File: src/logic/arg_pkg.sv
// Constants, register map and types for the analog ramp generator
package arg_pkg;
  localparam int CLK_HZ = 125_000_000;
  localparam int UPDATE_MS = 100;
  localparam int UPDATE_CYCLES = CLK_HZ / 1000 * UPDATE_MS;
  localparam int RATE_MIN = 1;
  localparam int RATE_MAX = 10_000;
  localparam int UPDATES_PER_SEC = 1000 / UPDATE_MS;
  localparam int GAIN_SCALE = 100;
  localparam int DIV_W = 24;

  localparam logic [7:0] REG_CTRL = 8'h00;
  localparam logic [7:0] REG_TGT_LOW = 8'h04;
  localparam logic [7:0] REG_TGT_HIGH = 8'h08;
  localparam logic [7:0] REG_LIMIT = 8'h0C;
  localparam logic [7:0] REG_START_STOP_OFFSET = 8'h10;
  localparam logic [7:0] REG_RATE = 8'h14;
  localparam logic [7:0] REG_GAIN = 8'h18;
  localparam logic [7:0] REG_OFFSET = 8'h1C;
  localparam logic [7:0] REG_STATUS = 8'h20;
  localparam logic [7:0] REG_LEVEL = 8'h24;
  localparam logic [7:0] REG_OUTPUT = 8'h28;

  localparam int CTRL_EN_BIT = 0;
  localparam int CTRL_SEL_BIT = 1;
  localparam int CTRL_STOP_BIT = 2;
  localparam int STAT_LOCK_BIT = 3;

  localparam logic [15:0] RST_TGT = 16'h0000;
  localparam logic [15:0] RST_LIMIT = 16'h4E20;
  localparam logic [15:0] RST_START_STOP_OFFSET = 16'h0000;
  localparam logic [15:0] RST_RATE = 16'h0064;
  localparam logic [15:0] RST_GAIN = 16'h0064;
  localparam logic [15:0] RST_OFFSET = 16'h0000;
  localparam logic [15:0] OUT_MAX = 16'h7FFF;
  localparam logic [1:0] RESP_OKAY = 2'h0;
  localparam logic [1:0] RESP_SLVERR = 2'h2;

  typedef logic signed [17:0] arg_level_t;
  typedef enum logic [2:0] {
    ST_IDLE, ST_START_HOLD, ST_RAMP, ST_DECEL, ST_STOP_HOLD, ST_LOCKED
  } arg_state_e;
endpackage : arg_pkg

File: src/logic/arg_div_if.sv
// Carrier between the ramp top and its scaling divider
`timescale 1ns/1ns
`default_nettype none
interface arg_div_if #(parameter int W = 24);
  logic start;
  logic [W-1:0] dividend;
  logic [W-1:0] divisor;
  logic done;
  logic [W-1:0] quotient;
  modport master(output start, output dividend, output divisor,
                 input done, input quotient);
  modport server(input start, input dividend, input divisor,
                 output done, output quotient);
endinterface : arg_div_if
`default_nettype wire

File: src/logic/arg_tick.sv
// Update tick generator, restartable so holds last a full period
`timescale 1ns/1ns
`default_nettype none
module arg_tick #(
  parameter int CYCLES = arg_pkg::UPDATE_CYCLES
) (
  input wire logic clk,
  input wire logic rst_n,
  input wire logic clear,
  output logic tick
);
  localparam int W = $clog2(CYCLES);
  logic [W-1:0] count;
  wire last = (count == W'(CYCLES - 1));

  generate
    if (CYCLES < 2) begin : g_bad
      $error("arg_tick needs at least two cycles per period");
    end
  endgenerate

  always_ff @(posedge clk or negedge rst_n) begin
    if (!rst_n) begin
      count <= '0;
      tick <= 1'b0;
    end else begin
      tick <= last && !clear;
      count <= (clear || last) ? '0 : count + 1'b1;
    end
  end
endmodule : arg_tick
`default_nettype wire

File: src/logic/arg_div.sv
// Restoring unsigned divider, one quotient bit per clock
`timescale 1ns/1ns
`default_nettype none
module arg_div #(
  parameter int W = 24
) (
  input wire logic clk,
  input wire logic rst_n,
  arg_div_if.server bus
);
  localparam int CW = $clog2(W + 1);
  logic [W-1:0] quo;
  logic [W-1:0] den;
  logic [W:0] rem;
  logic [CW-1:0] left;
  wire [W:0] shifted = {rem[W-1:0], quo[W-1]};
  wire [W:0] trial = shifted - {1'b0, den};
  wire fits = !trial[W];

  assign bus.quotient = quo;

  // Zero divisor always fits, so the quotient saturates to all ones
  always_ff @(posedge clk or negedge rst_n) begin
    if (!rst_n) begin
      quo <= '0;
      den <= '0;
      rem <= '0;
      left <= '0;
      bus.done <= 1'b0;
    end else begin
      bus.done <= (left == CW'(1));
      if (bus.start && left == '0) begin
        quo <= bus.dividend;
        den <= bus.divisor;
        rem <= '0;
        left <= CW'(W);
      end else if (left != '0) begin
        rem <= fits ? trial : shifted;
        quo <= {quo[W-2:0], fits};
        left <= left - 1'b1;
      end
    end
  end
endmodule : arg_div
`default_nettype wire

File: src/logic/arg_ramp.sv
// Analog ramp generator with AXI4-Lite register access
//
// The address map and the AXI4-Lite interface to the registers were decided locally.
`timescale 1ns/1ns
`default_nettype none
module arg_ramp #(
  parameter int UPDATE_CYCLES = arg_pkg::UPDATE_CYCLES
) (
  input wire logic MCLK,
  input wire logic RST_N,
  input wire logic [7:0] S_AXI_AWADDR,
  input wire logic S_AXI_AWVALID,
  output logic S_AXI_AWREADY,
  input wire logic [31:0] S_AXI_WDATA,
  input wire logic [3:0] S_AXI_WSTRB,
  input wire logic S_AXI_WVALID,
  output logic S_AXI_WREADY,
  output logic [1:0] S_AXI_BRESP,
  output logic S_AXI_BVALID,
  input wire logic S_AXI_BREADY,
  input wire logic [7:0] S_AXI_ARADDR,
  input wire logic S_AXI_ARVALID,
  output logic S_AXI_ARREADY,
  output logic [31:0] S_AXI_RDATA,
  output logic [1:0] S_AXI_RRESP,
  output logic S_AXI_RVALID,
  input wire logic S_AXI_RREADY,
  output logic [15:0] SCALED_OUTPUT,
  output logic [15:0] CURRENT_LEVEL
);
  import arg_pkg::*;

  function automatic logic [15:0] merge16(input logic [15:0] old,
                                          input logic [31:0] data,
                                          input logic [3:0] strb);
    merge16 = {strb[1] ? data[15:8] : old[15:8],
               strb[0] ? data[7:0] : old[7:0]};
  endfunction : merge16

  function automatic arg_level_t clip(input arg_level_t v,
                                      input arg_level_t lim);
    clip = (v > lim) ? lim : v;
  endfunction : clip

  function automatic logic mapped(input logic [7:0] a);
    mapped = (a[1:0] == 2'h0) && (a <= REG_OUTPUT);
  endfunction : mapped

  // Bus side state
  logic aw_full;
  logic w_full;
  logic [7:0] aw_addr;
  logic [31:0] w_data;
  logic [3:0] w_strb;
  logic [2:0] ctrl;
  logic [15:0] tgt_low;
  logic [15:0] tgt_high;
  logic [15:0] limit;
  logic [15:0] start_stop_offset;
  logic [15:0] rate;
  logic [15:0] gain;
  logic [15:0] offset;
  logic [31:0] rd_data;

  // Ramp state
  arg_state_e state;
  arg_state_e next_state;
  arg_level_t level;
  arg_level_t next_level;
  logic [3:0] frac;
  logic en_q;
  logic stop_q;
  logic tick;

  wire aw_take = S_AXI_AWVALID && S_AXI_AWREADY;
  wire w_take = S_AXI_WVALID && S_AXI_WREADY;
  wire do_write = aw_full && w_full && !S_AXI_BVALID;
  wire ar_take = S_AXI_ARVALID && S_AXI_ARREADY;
  wire r_hold = S_AXI_RVALID && !S_AXI_RREADY;

  // Address and data accepted in either order, one write in flight
  always_ff @(posedge MCLK or negedge RST_N) begin
    if (!RST_N) begin
      aw_full <= 1'b0;
      w_full <= 1'b0;
      aw_addr <= 8'h00;
      w_data <= 32'h0000_0000;
      w_strb <= 4'h0;
      S_AXI_AWREADY <= 1'b0;
      S_AXI_WREADY <= 1'b0;
      S_AXI_BVALID <= 1'b0;
      S_AXI_BRESP <= RESP_OKAY;
    end else begin
      if (aw_take) begin
        aw_full <= 1'b1;
        aw_addr <= S_AXI_AWADDR;
      end else if (do_write) begin
        aw_full <= 1'b0;
      end
      if (w_take) begin
        w_full <= 1'b1;
        w_data <= S_AXI_WDATA;
        w_strb <= S_AXI_WSTRB;
      end else if (do_write) begin
        w_full <= 1'b0;
      end
      S_AXI_AWREADY <= !(aw_take || (aw_full && !do_write));
      S_AXI_WREADY <= !(w_take || (w_full && !do_write));
      if (do_write) begin
        S_AXI_BVALID <= 1'b1;
        S_AXI_BRESP <= mapped(aw_addr) ? RESP_OKAY : RESP_SLVERR;
      end else if (S_AXI_BREADY) begin
        S_AXI_BVALID <= 1'b0;
      end
    end
  end

  // Configuration writes; status registers ignore writes
  always_ff @(posedge MCLK or negedge RST_N) begin
    if (!RST_N) begin
      ctrl <= 3'h0;
      tgt_low <= RST_TGT;
      tgt_high <= RST_TGT;
      limit <= RST_LIMIT;
      start_stop_offset <= RST_START_STOP_OFFSET;
      rate <= RST_RATE;
      gain <= RST_GAIN;
      offset <= RST_OFFSET;
    end else if (do_write) begin
      unique case (aw_addr)
        REG_CTRL: ctrl <= w_strb[0] ? w_data[2:0] : ctrl;
        REG_TGT_LOW: tgt_low <= merge16(tgt_low, w_data, w_strb);
        REG_TGT_HIGH: tgt_high <= merge16(tgt_high, w_data, w_strb);
        REG_LIMIT: limit <= merge16(limit, w_data, w_strb);
        REG_START_STOP_OFFSET: start_stop_offset <= merge16(start_stop_offset, w_data, w_strb);
        REG_RATE: rate <= merge16(rate, w_data, w_strb);
        REG_GAIN: gain <= merge16(gain, w_data, w_strb);
        REG_OFFSET: offset <= merge16(offset, w_data, w_strb);
        default: ctrl <= ctrl;
      endcase
    end
  end

  // Read mux; narrow fields zero-extended
  always_comb begin
    rd_data = 32'h0000_0000;
    unique case (S_AXI_ARADDR)
      REG_CTRL: rd_data = {29'h0, ctrl};
      REG_TGT_LOW: rd_data = {16'h0, tgt_low};
      REG_TGT_HIGH: rd_data = {16'h0, tgt_high};
      REG_LIMIT: rd_data = {16'h0, limit};
      REG_START_STOP_OFFSET: rd_data = {16'h0, start_stop_offset};
      REG_RATE: rd_data = {16'h0, rate};
      REG_GAIN: rd_data = {16'h0, gain};
      REG_OFFSET: rd_data = {16'h0, offset};
      REG_STATUS: rd_data = {28'h0, state == ST_LOCKED, state};
      REG_LEVEL: rd_data = {16'h0, CURRENT_LEVEL};
      REG_OUTPUT: rd_data = {16'h0, SCALED_OUTPUT};
      default: rd_data = 32'h0000_0000;
    endcase
  end

  always_ff @(posedge MCLK or negedge RST_N) begin
    if (!RST_N) begin
      S_AXI_ARREADY <= 1'b0;
      S_AXI_RVALID <= 1'b0;
      S_AXI_RDATA <= 32'h0000_0000;
      S_AXI_RRESP <= RESP_OKAY;
    end else begin
      S_AXI_ARREADY <= !(ar_take || r_hold);
      if (ar_take) begin
        S_AXI_RVALID <= 1'b1;
        S_AXI_RDATA <= rd_data;
        S_AXI_RRESP <= mapped(S_AXI_ARADDR) ? RESP_OKAY : RESP_SLVERR;
      end else if (S_AXI_RREADY) begin
        S_AXI_RVALID <= 1'b0;
      end
    end
  end

  // Control edges
  wire en = ctrl[CTRL_EN_BIT];
  wire sel = ctrl[CTRL_SEL_BIT];
  wire stop = ctrl[CTRL_STOP_BIT];
  wire en_rise = en && !en_q;
  wire en_fall = !en && en_q;
  wire stop_rise = stop && !stop_q;

  // start level from offset and start/stop offset
  wire arg_level_t lim_lvl = arg_level_t'($signed(limit));
  wire arg_level_t off_lvl = clip(arg_level_t'($signed(offset)), lim_lvl);
  wire arg_level_t start_raw = arg_level_t'($signed(offset))
                               + arg_level_t'($signed(start_stop_offset));
  wire arg_level_t start_lvl = clip(start_raw, lim_lvl);

  wire arg_level_t sel_lvl = sel ? arg_level_t'($signed(tgt_high))
                                 : arg_level_t'($signed(tgt_low));
  wire arg_level_t ramp_tgt = (state == ST_DECEL) ? start_lvl
                                                  : clip(sel_lvl, lim_lvl);

  // rate held inside its legal span
  wire [13:0] rate_eff = (rate < 16'(RATE_MIN)) ? 14'(RATE_MIN) :
                         (rate > 16'(RATE_MAX)) ? 14'(RATE_MAX) : rate[13:0];
  // tenth of rate per update, remainder carried
  wire [14:0] sum = {11'h0, frac} + {1'b0, rate_eff};
  wire [10:0] move = 11'(sum / 15'(UPDATES_PER_SEC));
  wire [3:0] next_frac = 4'(sum - 15'(move) * 15'(UPDATES_PER_SEC));
  wire arg_level_t step = arg_level_t'({7'h0, move});
  wire arg_level_t up_lvl = level + step;
  wire arg_level_t dn_lvl = level - step;
  // always from the present level, so select changes just retarget
  wire arg_level_t stepped = (level < ramp_tgt) ?
    ((up_lvl > ramp_tgt) ? ramp_tgt : up_lvl) :
    ((dn_lvl < ramp_tgt) ? ramp_tgt : dn_lvl);
  wire ramping = (state == ST_RAMP) || (state == ST_DECEL);

  always_comb begin
    next_state = state;
    next_level = level;
    if (en_fall) begin
      next_level = off_lvl;
      next_state = stop ? ST_LOCKED : ST_IDLE;
    end else begin
      unique case (state)
        ST_IDLE: begin
          next_level = off_lvl;
          if (en_rise) begin
            next_state = ST_START_HOLD;
            next_level = start_lvl;
          end
        end
        ST_START_HOLD: begin
          if (stop_rise) begin
            next_state = ST_DECEL;
          end else if (tick) begin
            next_state = ST_RAMP;
          end
        end
        ST_RAMP: begin
          // stop turns the ramp toward the start level
          if (stop_rise) begin
            next_state = ST_DECEL;
          end else if (tick) begin
            // level moves only on the update tick
            next_level = clip(stepped, lim_lvl);
          end
        end
        ST_DECEL: begin
          if (level == start_lvl) begin
            next_state = ST_STOP_HOLD;
          end else if (tick) begin
            next_level = clip(stepped, lim_lvl);
          end
        end
        ST_STOP_HOLD: begin
          // hold one full period, then offset
          if (tick) begin
            next_state = ST_LOCKED;
            next_level = off_lvl;
          end
        end
        ST_LOCKED: begin
          next_level = off_lvl;
          // release only once stop and enable are low
          if (!en && !stop) begin
            next_state = ST_IDLE;
          end
        end
        default: next_state = ST_IDLE;
      endcase
    end
  end

  // Restarting the tick on hold entry makes each hold a full period
  wire tick_clear = (next_state != state) &&
    ((next_state == ST_START_HOLD) || (next_state == ST_STOP_HOLD));

  arg_tick #(.CYCLES(UPDATE_CYCLES)) u_tick (
    .clk(MCLK),
    .rst_n(RST_N),
    .clear(tick_clear),
    .tick(tick)
  );

  always_ff @(posedge MCLK or negedge RST_N) begin
    if (!RST_N) begin
      state <= ST_IDLE;
      level <= '0;
      CURRENT_LEVEL <= 16'h0000;
      frac <= 4'h0;
      en_q <= 1'b0;
      stop_q <= 1'b0;
    end else begin
      state <= next_state;
      level <= next_level;
      CURRENT_LEVEL <= next_level[15:0];
      frac <= !ramping ? 4'h0 : (tick ? next_frac : frac);
      en_q <= en;
      stop_q <= stop;
    end
  end

  // (level - offset) * 100 / gain, gain in hundredths
  arg_div_if #(.W(DIV_W)) div_bus();
  wire arg_level_t diff = level - arg_level_t'($signed(offset));
  wire [DIV_W-1:0] diff_w = DIV_W'($unsigned(diff));
  assign div_bus.start = 1'b1;
  assign div_bus.dividend = diff[17] ? '0 :
                            DIV_W'(diff_w * DIV_W'(GAIN_SCALE));
  // Zero gain at offset would saturate; divide by one so output stays zero
  wire zero_diff = (diff <= arg_level_t'(0));
  assign div_bus.divisor = (gain == 16'h0000 && zero_diff) ? DIV_W'(1)
                           : DIV_W'(gain);

  arg_div #(.W(DIV_W)) u_div (
    .clk(MCLK),
    .rst_n(RST_N),
    .bus(div_bus.server)
  );

  // saturate to the positive 15-bit span
  wire [15:0] out_sat = (div_bus.quotient > DIV_W'(OUT_MAX)) ? OUT_MAX
                        : div_bus.quotient[15:0];

  always_ff @(posedge MCLK or negedge RST_N) begin
    if (!RST_N) begin
      SCALED_OUTPUT <= 16'h0000;
    end else if (div_bus.done) begin
      SCALED_OUTPUT <= out_sat;
    end
  end
endmodule : arg_ramp
`default_nettype wire

File: config.mk
export PLATFORM = sky130hd
export DESIGN_NAME = arg_ramp
export DESIGN_NICKNAME = d
export VERILOG_FILES = /design/src/logic/arg_pkg.sv /design/src/logic/arg_div_if.sv /design/src/logic/arg_tick.sv /design/src/logic/arg_div.sv /design/src/logic/arg_ramp.sv
export SDC_FILE = /design/constraint.sdc
export NUM_CORES = 1
export LEC_CHECK = 0
export BUFFER_PORTS_ARGS = -buffer_cell sky130_fd_sc_hd__buf_4
export CAP_MARGIN = 20
export CELL_PAD_IN_SITES_DETAIL_PLACEMENT = 1
export CELL_PAD_IN_SITES_GLOBAL_PLACEMENT = 1
export CORE_MARGIN = 1.5
export CORE_UTILIZATION = 46
export CTS_BUF_LIST = sky130_fd_sc_hd__clkbuf_8 sky130_fd_sc_hd__clkbuf_16
export DETAILED_ROUTE_END_ITERATION = 16
export GPL_ROUTABILITY_DRIVEN = 0
export PLACE_DENSITY_LB_ADDON = 0.1
export SETUP_SLACK_MARGIN = 0.15
export SYNTH_ARGS = -nofsm -noshare
export SYNTH_HDL_FRONTEND = slang
export SYNTH_SLANG_ARGS = --single-unit
File: constraint.sdc
create_clock -name MCLK -period 18.43 [get_ports MCLK]
set_clock_uncertainty 0.05 [all_clocks]
set_input_delay 0 -clock MCLK [delete_from_list [all_inputs] [get_ports MCLK]]
set_output_delay 0 -clock MCLK [all_outputs]
set_load 0.01 [all_outputs]
==> metrics.txt, run 1 <==
# TYPE chip_impl_metric gauge
chip_impl_info{name="result_of_the_run",value="completed"} 1
chip_impl_metric{name="post-cts-setup-buffer-count",unit=""} 0
chip_impl_metric{name="placementRows",unit=""} 85
chip_impl_metric{name="min_period_over_period",unit=""} 0.918
chip_impl_info{name="ys.flop_type",value="dfrtp_1"} 1
chip_impl_info{name="critical_path.startpoint_type",value="flip-flop"} 1
chip_impl_metric{name="yosys_warnings",unit=""} 0
chip_impl_metric{name="layout-area-overhead-vs-synth",unit="%"} 12.1
chip_impl_metric{name="cap_viol_max_count",unit=""} 0
chip_impl_metric{name="postSynthRegisterBits",unit=""} 304
chip_impl_metric{name="route.layer.met1.wl",unit="um"} 37600
chip_impl_info{name="worstReg2RegStart",value="rate[12]"} 1
chip_impl_info{name="synth_top_family_by_area",value="compound AO/OA/AOI/OAI gates"} 1
chip_impl_metric{name="number_of_sinks_handled_by_clock_tree_synthesis",unit=""} 304
chip_impl_metric{name="post-route-drc-count",unit=""} 0
chip_impl_metric{name="antenna_found_initial",unit=""} 1
chip_impl_metric{name="final_max_slew_viol_count",unit=""} 0
chip_impl_metric{name="floorplan.die_area",unit="mm2"} 0.0562
chip_impl_metric{name="clockBufferDepth",unit=""} 3
chip_impl_metric{name="floorplan.die.height",unit="um"} 237
chip_impl_metric{name="share_of_synthesized_cell_area_in_and_or_nand_and_nor_gates",unit=""} 0.156
chip_impl_metric{name="drt-vias-per-instance",unit=""} 6.13
chip_impl_metric{name="detailroute.via_count",unit=""} 22500
chip_impl_metric{name="post_synth_xor_area_fraction",unit=""} 0.0465
chip_impl_metric{name="worst_skew_pair.late_latency",unit="ns"} 0.56
chip_impl_info{name="clk_root_buffer_cell",value="clkbuf_16"} 1
chip_impl_metric{name="post-dp-hpwl",unit="um"} 67800
chip_impl_metric{name="critical_path.max_fanout",unit=""} 15
chip_impl_info{name="tritoncts",value="yes"} 1
chip_impl_metric{name="regArea",unit="mm2"} 0.00762
chip_impl_metric{name="io_buffers",unit=""} 95
chip_impl_metric{name="met3_wirelength",unit="um"} 4150
chip_impl_metric{name="multi_input_area",unit="mm2"} 0.0162
chip_impl_metric{name="avgSynthCellArea",unit="um2"} 8.86
chip_impl_metric{name="reg2regPathDepth",unit=""} 71
chip_impl_metric{name="met2_wire_len",unit="um"} 42800
chip_impl_info{name="slowest_stage_cell_cp",value="dfrtp_1"} 1
chip_impl_info{name="critical_path.endpoint_type",value="flip-flop"} 1
chip_impl_metric{name="dr.first_iter.drc_count",unit=""} 1541
chip_impl_metric{name="relSlewSlack",unit=""} 0.264
chip_impl_metric{name="worstMarginPinSlew",unit="ns"} 1.10
chip_impl_metric{name="synth_async_sr_flop_share",unit=""} 1.00
chip_impl_info{name="topRoutingLayerUsed",value="met4"} 1
chip_impl_metric{name="grt_use_total",unit=""} 0.317
chip_impl_metric{name="netlist_instances",unit=""} 2844
chip_impl_metric{name="hold_viol_final",unit=""} 0
chip_impl_metric{name="synth.yosys.seq_area_share",unit=""} 0.303
chip_impl_metric{name="synthAdderAreaFrac",unit=""} 0.149
chip_impl_info{name="r2r_end",value="CURRENT_LEVEL[1]"} 1
chip_impl_metric{name="wire_length_of_the_first_global_routing_pass",unit="um"} 140000
chip_impl_metric{name="core_outline_area",unit="mm2"} 0.0539
chip_impl_metric{name="wl_per_cell",unit="um"} 24.2
chip_impl_metric{name="via_count_of_the_first_global_routing_pass",unit=""} 24000
chip_impl_metric{name="layout.nets",unit=""} 3289
chip_impl_metric{name="worst-endpoint-arrival",unit="ns"} 17.30
chip_impl_metric{name="period_minus_slack",unit="ns"} 16.92
chip_impl_metric{name="setup_violations",unit=""} 0
chip_impl_metric{name="clkTransAtPathRegs",unit="ns"} 0.06
chip_impl_metric{name="nFillCells",unit=""} 6318
chip_impl_metric{name="tns",unit="ns"} 0
chip_impl_metric{name="synth_edf_count",unit=""} 0
chip_impl_metric{name="synthesized_area_fraction_occupied_by_ao_oa_aoi_and_oai_cells",unit=""} 0.194
chip_impl_info{name="grt_setup_unrepaired",value="no"} 1
chip_impl_info{name="cpMostUsedCell",value="a21oi_1"} 1
chip_impl_metric{name="drive_gt1_frac",unit=""} 0.135
chip_impl_metric{name="io_pins",unit=""} 132
chip_impl_metric{name="critical_path_required",unit="ns"} 18.80
chip_impl_metric{name="totalWireLength",unit="um"} 88800
chip_impl_metric{name="rrSetupSlack",unit="ns"} 1.51
chip_impl_metric{name="antenna_violating_nets_post_route",unit=""} 0
chip_impl_metric{name="cts_made_buffers",unit=""} 36
chip_impl_metric{name="netlist_area",unit="mm2"} 0.0252
chip_impl_info{name="hold_path_class",value="in -> async"} 1
chip_impl_metric{name="initial_core_util",unit=""} 0.467
chip_impl_metric{name="post_synth_mux_area_share",unit=""} 0.0915
chip_impl_metric{name="max_freq",unit="MHz"} 59.1
chip_impl_metric{name="grt_max_degree",unit=""} 106
chip_impl_info{name="critPathKind",value="reg -> reg"} 1
chip_impl_metric{name="cts_max_level",unit=""} 2
chip_impl_metric{name="synth_cell_types",unit=""} 97
chip_impl_metric{name="dieWidth",unit="um"} 237
chip_impl_metric{name="crit_path_max_incr_delay",unit="ns"} 0.59
chip_impl_metric{name="detailedRoute.firstPassIterationCount",unit=""} 6
chip_impl_metric{name="global_route.overflow_total",unit=""} 0
-- critical path, delay by kind of cell (launching register included) --
family          cells  cell delay [ns]
mux                 1             0.37
buf+inv             3             0.47
xor+xnor            3             1.02
compound gates     31             6.06
fa+ha+maj           7             2.13
flops               1             0.59
simple gates       26             6.05
-- synthesized netlist by cell type (20+ instances only) --
cell type  instances  share of area
o21ai_0          160          0.032
fa_1              20          0.016
dfrtp_1          293           0.29
mux2_2           143          0.064
o211ai_1          25         0.0075
xnor2_1           85          0.030
o21a_1            28         0.0083
ha_1             268           0.13
nor2b_1           30         0.0075
nand2_1          254          0.038
a21o_1            50          0.015
nand2b_1          33         0.0082
o31ai_1           21         0.0063
mux2i_1           65          0.026
nand4_1           30         0.0075
xor2_1            47          0.016
clkbuf_1          85          0.013
buf_4             36          0.011
nor3_1            38         0.0075
nor2_1           248          0.037
and2_1            21         0.0052
inv_1            226          0.034
a21oi_1          154          0.031
nor4_1            26         0.0065
o22a_1            20         0.0070
nand3_1           68          0.014
o21bai_1          27         0.0080
a22oi_1           38          0.011
a221oi_1          32          0.011
-- cells in the final DEF, fill, tap and decap left out, types with 84 or more instances in the layout --
cell,netlist,layout
a21oi_1,154,154
buf_4,36,133
dfrtp_1,293,293
ha_1,268,268
inv_1,226,235
mux2_2,143,143
nand2_1,254,254
nor2_1,248,246
o21ai_0,160,160
xnor2_1,85,84
-- per-stage QoR --
stage	setup WS [ns]	std cells	area (um2)	hold slack, ns	utilization
after global routing	0.173	3665	28200	0.0777	0.524
after CTS	1.28	3660	28100	0.0589	0.521
after floorplan	4.42	2861	25300	-0.346	-
after global placement	1.96	3552	26500	0.0537	0.491
final	1.51	3666	28200	0.0141	0.524
after detailed placement	1.35	3553	26500	0.0656	0.492
-- repair_timing --
action / in CTS / in global routing
hold buffers: 42 / 1
setup endpoints to repair: 0 / 10
gates resized for setup: 0 / 2
endpoints found under the hold margin: 139 / 2
-- worst max path at each step --
stage | from | endpoint | slack (ns) | cells after the start
finish | rate[12] | CURRENT_LEVEL[1] | 1.51 | 71
global route | rate[12] | CURRENT_LEVEL[1] | 0.17 | 71
CTS | rate[12] | CURRENT_LEVEL[1] | 1.28 | 71
detailed placement | rate[12] | CURRENT_LEVEL[1] | 1.35 | 71
global placement | rate[12] | CURRENT_LEVEL[5] | 1.96 | 70
floorplan | rate[12] | CURRENT_LEVEL[10] | 4.42 | 70
-- final cells by class --
| type | count | share of cell area |
|---|---|---|
| Multi-Input combinational cell | 2193 | 0.573 |
| Sequential cell | 304 | 0.270 |
| Timing Repair Buffer | 181 | 0.0546 |
| Clock buffer | 45 | 0.0363 |
| Tap cell | 696 | 0.0308 |
| Inverter | 226 | 0.0300 |
| Clock inverter | 20 | 0.00550 |
| Antenna cell | 1 | 0.0000886 |
-- per-layer routing --
| layer | up-vias | track usage |
|---|---|---|
| met5 | - | 0 |
| met3 | 217 | 0.0402 |
| li1 | 10300 | - |
| met1 | 11300 | 0.401 |
| met2 | 597 | 0.540 |
| met4 | 0 | 0.144 |
-- kinds of logic after synthesis --
kind of cell / after synthesis
other cells: 1
flops: 304
fa+ha+maj: 288
simple gates: 831
xor+xnor: 133
buf+inv: 364
mux: 210
compound gates: 713
-- flip-flops by register name, indices dropped and copies added, names as in the netlist, 2 cells and up --
register,count
CURRENT_LEVEL,16
SCALED_OUTPUT,16
S_AXI_RDATA,16
aw_addr,8
ctrl,3
frac,4
gain,16
level,2
limit,16
offset,16
rate,16
start_stop_offset,16
state,3
tgt_high,16
tgt_low,16
u_div.bus.quotient,24
u_div.den,16
u_div.left,5
u_div.rem,24
u_tick.count,24
w_data,16
w_strb,2
Power of run 1 is left out: the tool's default activity adds up to more than one toggle a clock period on the data nets, which glitch-free logic cannot reach.
==> inputs of run 2 (changes only) <==
--- a/config.mk
+++ b/config.mk
@@ -10,8 +10,8 @@
 export CELL_PAD_IN_SITES_DETAIL_PLACEMENT = 1
 export CELL_PAD_IN_SITES_GLOBAL_PLACEMENT = 1
 export CORE_MARGIN = 1.5
-export CORE_UTILIZATION = 46
-export CTS_BUF_LIST = sky130_fd_sc_hd__clkbuf_8 sky130_fd_sc_hd__clkbuf_16
+export CORE_UTILIZATION = 39
+export CTS_BUF_LIST = sky130_fd_sc_hd__clkbuf_16
 export DETAILED_ROUTE_END_ITERATION = 16
 export GPL_ROUTABILITY_DRIVEN = 0
 export PLACE_DENSITY_LB_ADDON = 0.1
==> run 2 against run 1 <==
Net effect:
- core utilization decreased by 7.7 points
- count of clock-buffer cells in the layout decreased by 7
- critical path depth fell by 1
- via count is 1.9% lower
- maximum frequency is 0.50% higher
- global-route usage down 4.6 points
- die area is 18% higher
- routed wire length increased by 0.94%
- first-iteration DRC count shrank 19%
- worst hold slack gained 0.0032 ns
- register-to-register slack improved by 0.08 ns
- critical path type unchanged
==> metrics.txt, run 2 (synthesis results as in run 1) <==
# TYPE chip_impl_metric gauge
chip_impl_metric{name="floorplan.die.height",unit="um"} 257
chip_impl_metric{name="reg2regPathDepth",unit=""} 70
chip_impl_metric{name="totalWireLength",unit="um"} 89600
chip_impl_metric{name="multi_input_area",unit="mm2"} 0.0162
chip_impl_info{name="hold_path_class",value="in -> async"} 1
chip_impl_info{name="worstReg2RegStart",value="rate[12]"} 1
chip_impl_metric{name="final_max_slew_viol_count",unit=""} 0
chip_impl_metric{name="route.layer.met1.wl",unit="um"} 40100
chip_impl_info{name="cpMostUsedCell",value="a21oi_1"} 1
chip_impl_metric{name="wire_length_of_the_first_global_routing_pass",unit="um"} 140000
chip_impl_metric{name="clkTransAtPathRegs",unit="ns"} 0.06
chip_impl_metric{name="dr.first_iter.drc_count",unit=""} 1242
chip_impl_info{name="final_cell_mix",value="dfrtp_1, ha_1, nand2_1"} 1
chip_impl_metric{name="antenna_found_initial",unit=""} 0
chip_impl_metric{name="io_pins",unit=""} 132
chip_impl_metric{name="cap_viol_max_count",unit=""} 0
chip_impl_info{name="layout_commonest_cell",value="dfrtp_1"} 1
chip_impl_metric{name="antenna_violating_nets_post_route",unit=""} 0
chip_impl_metric{name="io_buffers",unit=""} 95
chip_impl_metric{name="min_period_over_period",unit=""} 0.914
chip_impl_metric{name="worst-endpoint-arrival",unit="ns"} 17.26
chip_impl_info{name="critical_path.startpoint_type",value="flip-flop"} 1
chip_impl_metric{name="grt_use_total",unit=""} 0.271
chip_impl_metric{name="critical_path_required",unit="ns"} 18.85
chip_impl_metric{name="grt_max_degree",unit=""} 98
chip_impl_metric{name="drive_gt1_frac",unit=""} 0.136
chip_impl_metric{name="number_of_sinks_handled_by_clock_tree_synthesis",unit=""} 304
chip_impl_info{name="critPathKind",value="reg -> reg"} 1
chip_impl_metric{name="post-route-drc-count",unit=""} 0
chip_impl_metric{name="met2_wire_len",unit="um"} 43400
chip_impl_metric{name="cts_made_buffers",unit=""} 37
chip_impl_metric{name="via_count_of_the_first_global_routing_pass",unit=""} 23700
chip_impl_metric{name="setup_violations",unit=""} 0
chip_impl_metric{name="met3_wirelength",unit="um"} 3340
chip_impl_metric{name="detailedRoute.firstPassIterationCount",unit=""} 5
chip_impl_info{name="critical_path.endpoint_type",value="flip-flop"} 1
chip_impl_metric{name="global_route.overflow_total",unit=""} 0
chip_impl_metric{name="drt-vias-per-instance",unit=""} 5.79
chip_impl_metric{name="rrSetupSlack",unit="ns"} 1.59
chip_impl_info{name="topRoutingLayerUsed",value="met4"} 1
chip_impl_info{name="result_of_the_run",value="completed"} 1
chip_impl_metric{name="worstMarginPinSlew",unit="ns"} 1.06
chip_impl_info{name="grt_setup_unrepaired",value="no"} 1
chip_impl_metric{name="cts_max_level",unit=""} 2
chip_impl_metric{name="initial_core_util",unit=""} 0.397
chip_impl_metric{name="post-cts-setup-buffer-count",unit=""} 0
chip_impl_metric{name="wl_per_cell",unit="um"} 23.5
chip_impl_metric{name="detailroute.via_count",unit=""} 22100
chip_impl_metric{name="regArea",unit="mm2"} 0.00762
chip_impl_metric{name="layout.nets",unit=""} 3284
chip_impl_metric{name="tns",unit="ns"} 0
chip_impl_metric{name="placementRows",unit=""} 92
chip_impl_info{name="r2r_end",value="CURRENT_LEVEL[11]"} 1
chip_impl_info{name="tritoncts",value="yes"} 1
chip_impl_metric{name="max_freq",unit="MHz"} 59.4
chip_impl_metric{name="dieWidth",unit="um"} 257
chip_impl_metric{name="critical_path.max_fanout",unit=""} 14
chip_impl_metric{name="layout-area-overhead-vs-synth",unit="%"} 12.5
chip_impl_info{name="clk_root_buffer_cell",value="clkbuf_16"} 1
chip_impl_metric{name="crit_path_max_incr_delay",unit="ns"} 0.57
chip_impl_metric{name="period_minus_slack",unit="ns"} 16.84
chip_impl_info{name="slowest_stage_cell_cp",value="xor2_1"} 1
chip_impl_metric{name="hold_viol_final",unit=""} 0
chip_impl_metric{name="worst_skew_pair.late_latency",unit="ns"} 0.57
chip_impl_metric{name="post-dp-hpwl",unit="um"} 70000
chip_impl_metric{name="floorplan.die_area",unit="mm2"} 0.0661
chip_impl_metric{name="nFillCells",unit=""} 7408
chip_impl_metric{name="core_outline_area",unit="mm2"} 0.0634
chip_impl_metric{name="clockBufferDepth",unit=""} 3
chip_impl_metric{name="relSlewSlack",unit=""} 0.294
[run 2: worst max path at each step]
| stage | slack (ns) | cells past startpoint | end | startpoint |
|---|---|---|---|---|
| 2_1_floorplan | 4.42 | 70 | CURRENT_LEVEL[10] | rate[12] |
| 3_3_place_gp | 2.15 | 69 | CURRENT_LEVEL[1] | rate[12] |
| 3_5_place_dp | 1.46 | 70 | CURRENT_LEVEL[1] | rate[12] |
| 4_1_cts | 1.36 | 70 | CURRENT_LEVEL[9] | rate[12] |
| 5_1_grt | 0.23 | 70 | CURRENT_LEVEL[9] | rate[12] |
| 6_report | 1.59 | 70 | CURRENT_LEVEL[11] | rate[12] |
[run 2: per-layer routing]
layer | track usage | vias up
li1 | - | 10300
met1 | 0.353 | 11200
met2 | 0.468 | 425
met3 | 0.0279 | 129
met4 | 0.0877 | 0
met5 | 0 | -
[run 2: cell type report]
type | instances | share of cell area
multi-input combinational | 2193 | 0.570
antenna | 1 | 0.0000883
timing repair buffer | 175 | 0.0512
clock inverter | 29 | 0.00887
clock buffer | 38 | 0.0335
tap | 846 | 0.0373
sequential | 304 | 0.269
inverter | 226 | 0.0299
[run 2: critical path: cells and delay by family (launching register included)]
family                     cells  cell delay, ns
xor gates and xnor gates       3            1.13
DFF                            1            0.56
AOI/OAI and AO/OA             29            5.65
buffers and inverters          3            0.44
and+or+nand+nor               28            6.72
adders and majority gates      7            2.12
[run 2: through the flow]
step | setup WS (ns) | cell area, um2 | hold slack, ns | util | instances
floorplan | 4.42 | 25300 | -0.346 | - | 2861
global placement | 2.15 | 26700 | 0.0495 | 0.421 | 3706
detailed placement | 1.46 | 26700 | 0.0581 | 0.421 | 3707
CTS | 1.36 | 28300 | 0.0601 | 0.446 | 3808
global route | 0.230 | 28300 | 0.0965 | 0.447 | 3811
finish | 1.59 | 28300 | 0.0173 | 0.447 | 3812
[run 2: timing repair]
action                     CTS  global route
hold buffers                34             0
setup endpoints to repair    0             7
gates resized for setup      0             1
hold endpoints to repair   131             0
Power of run 2 is left out for the same reason.
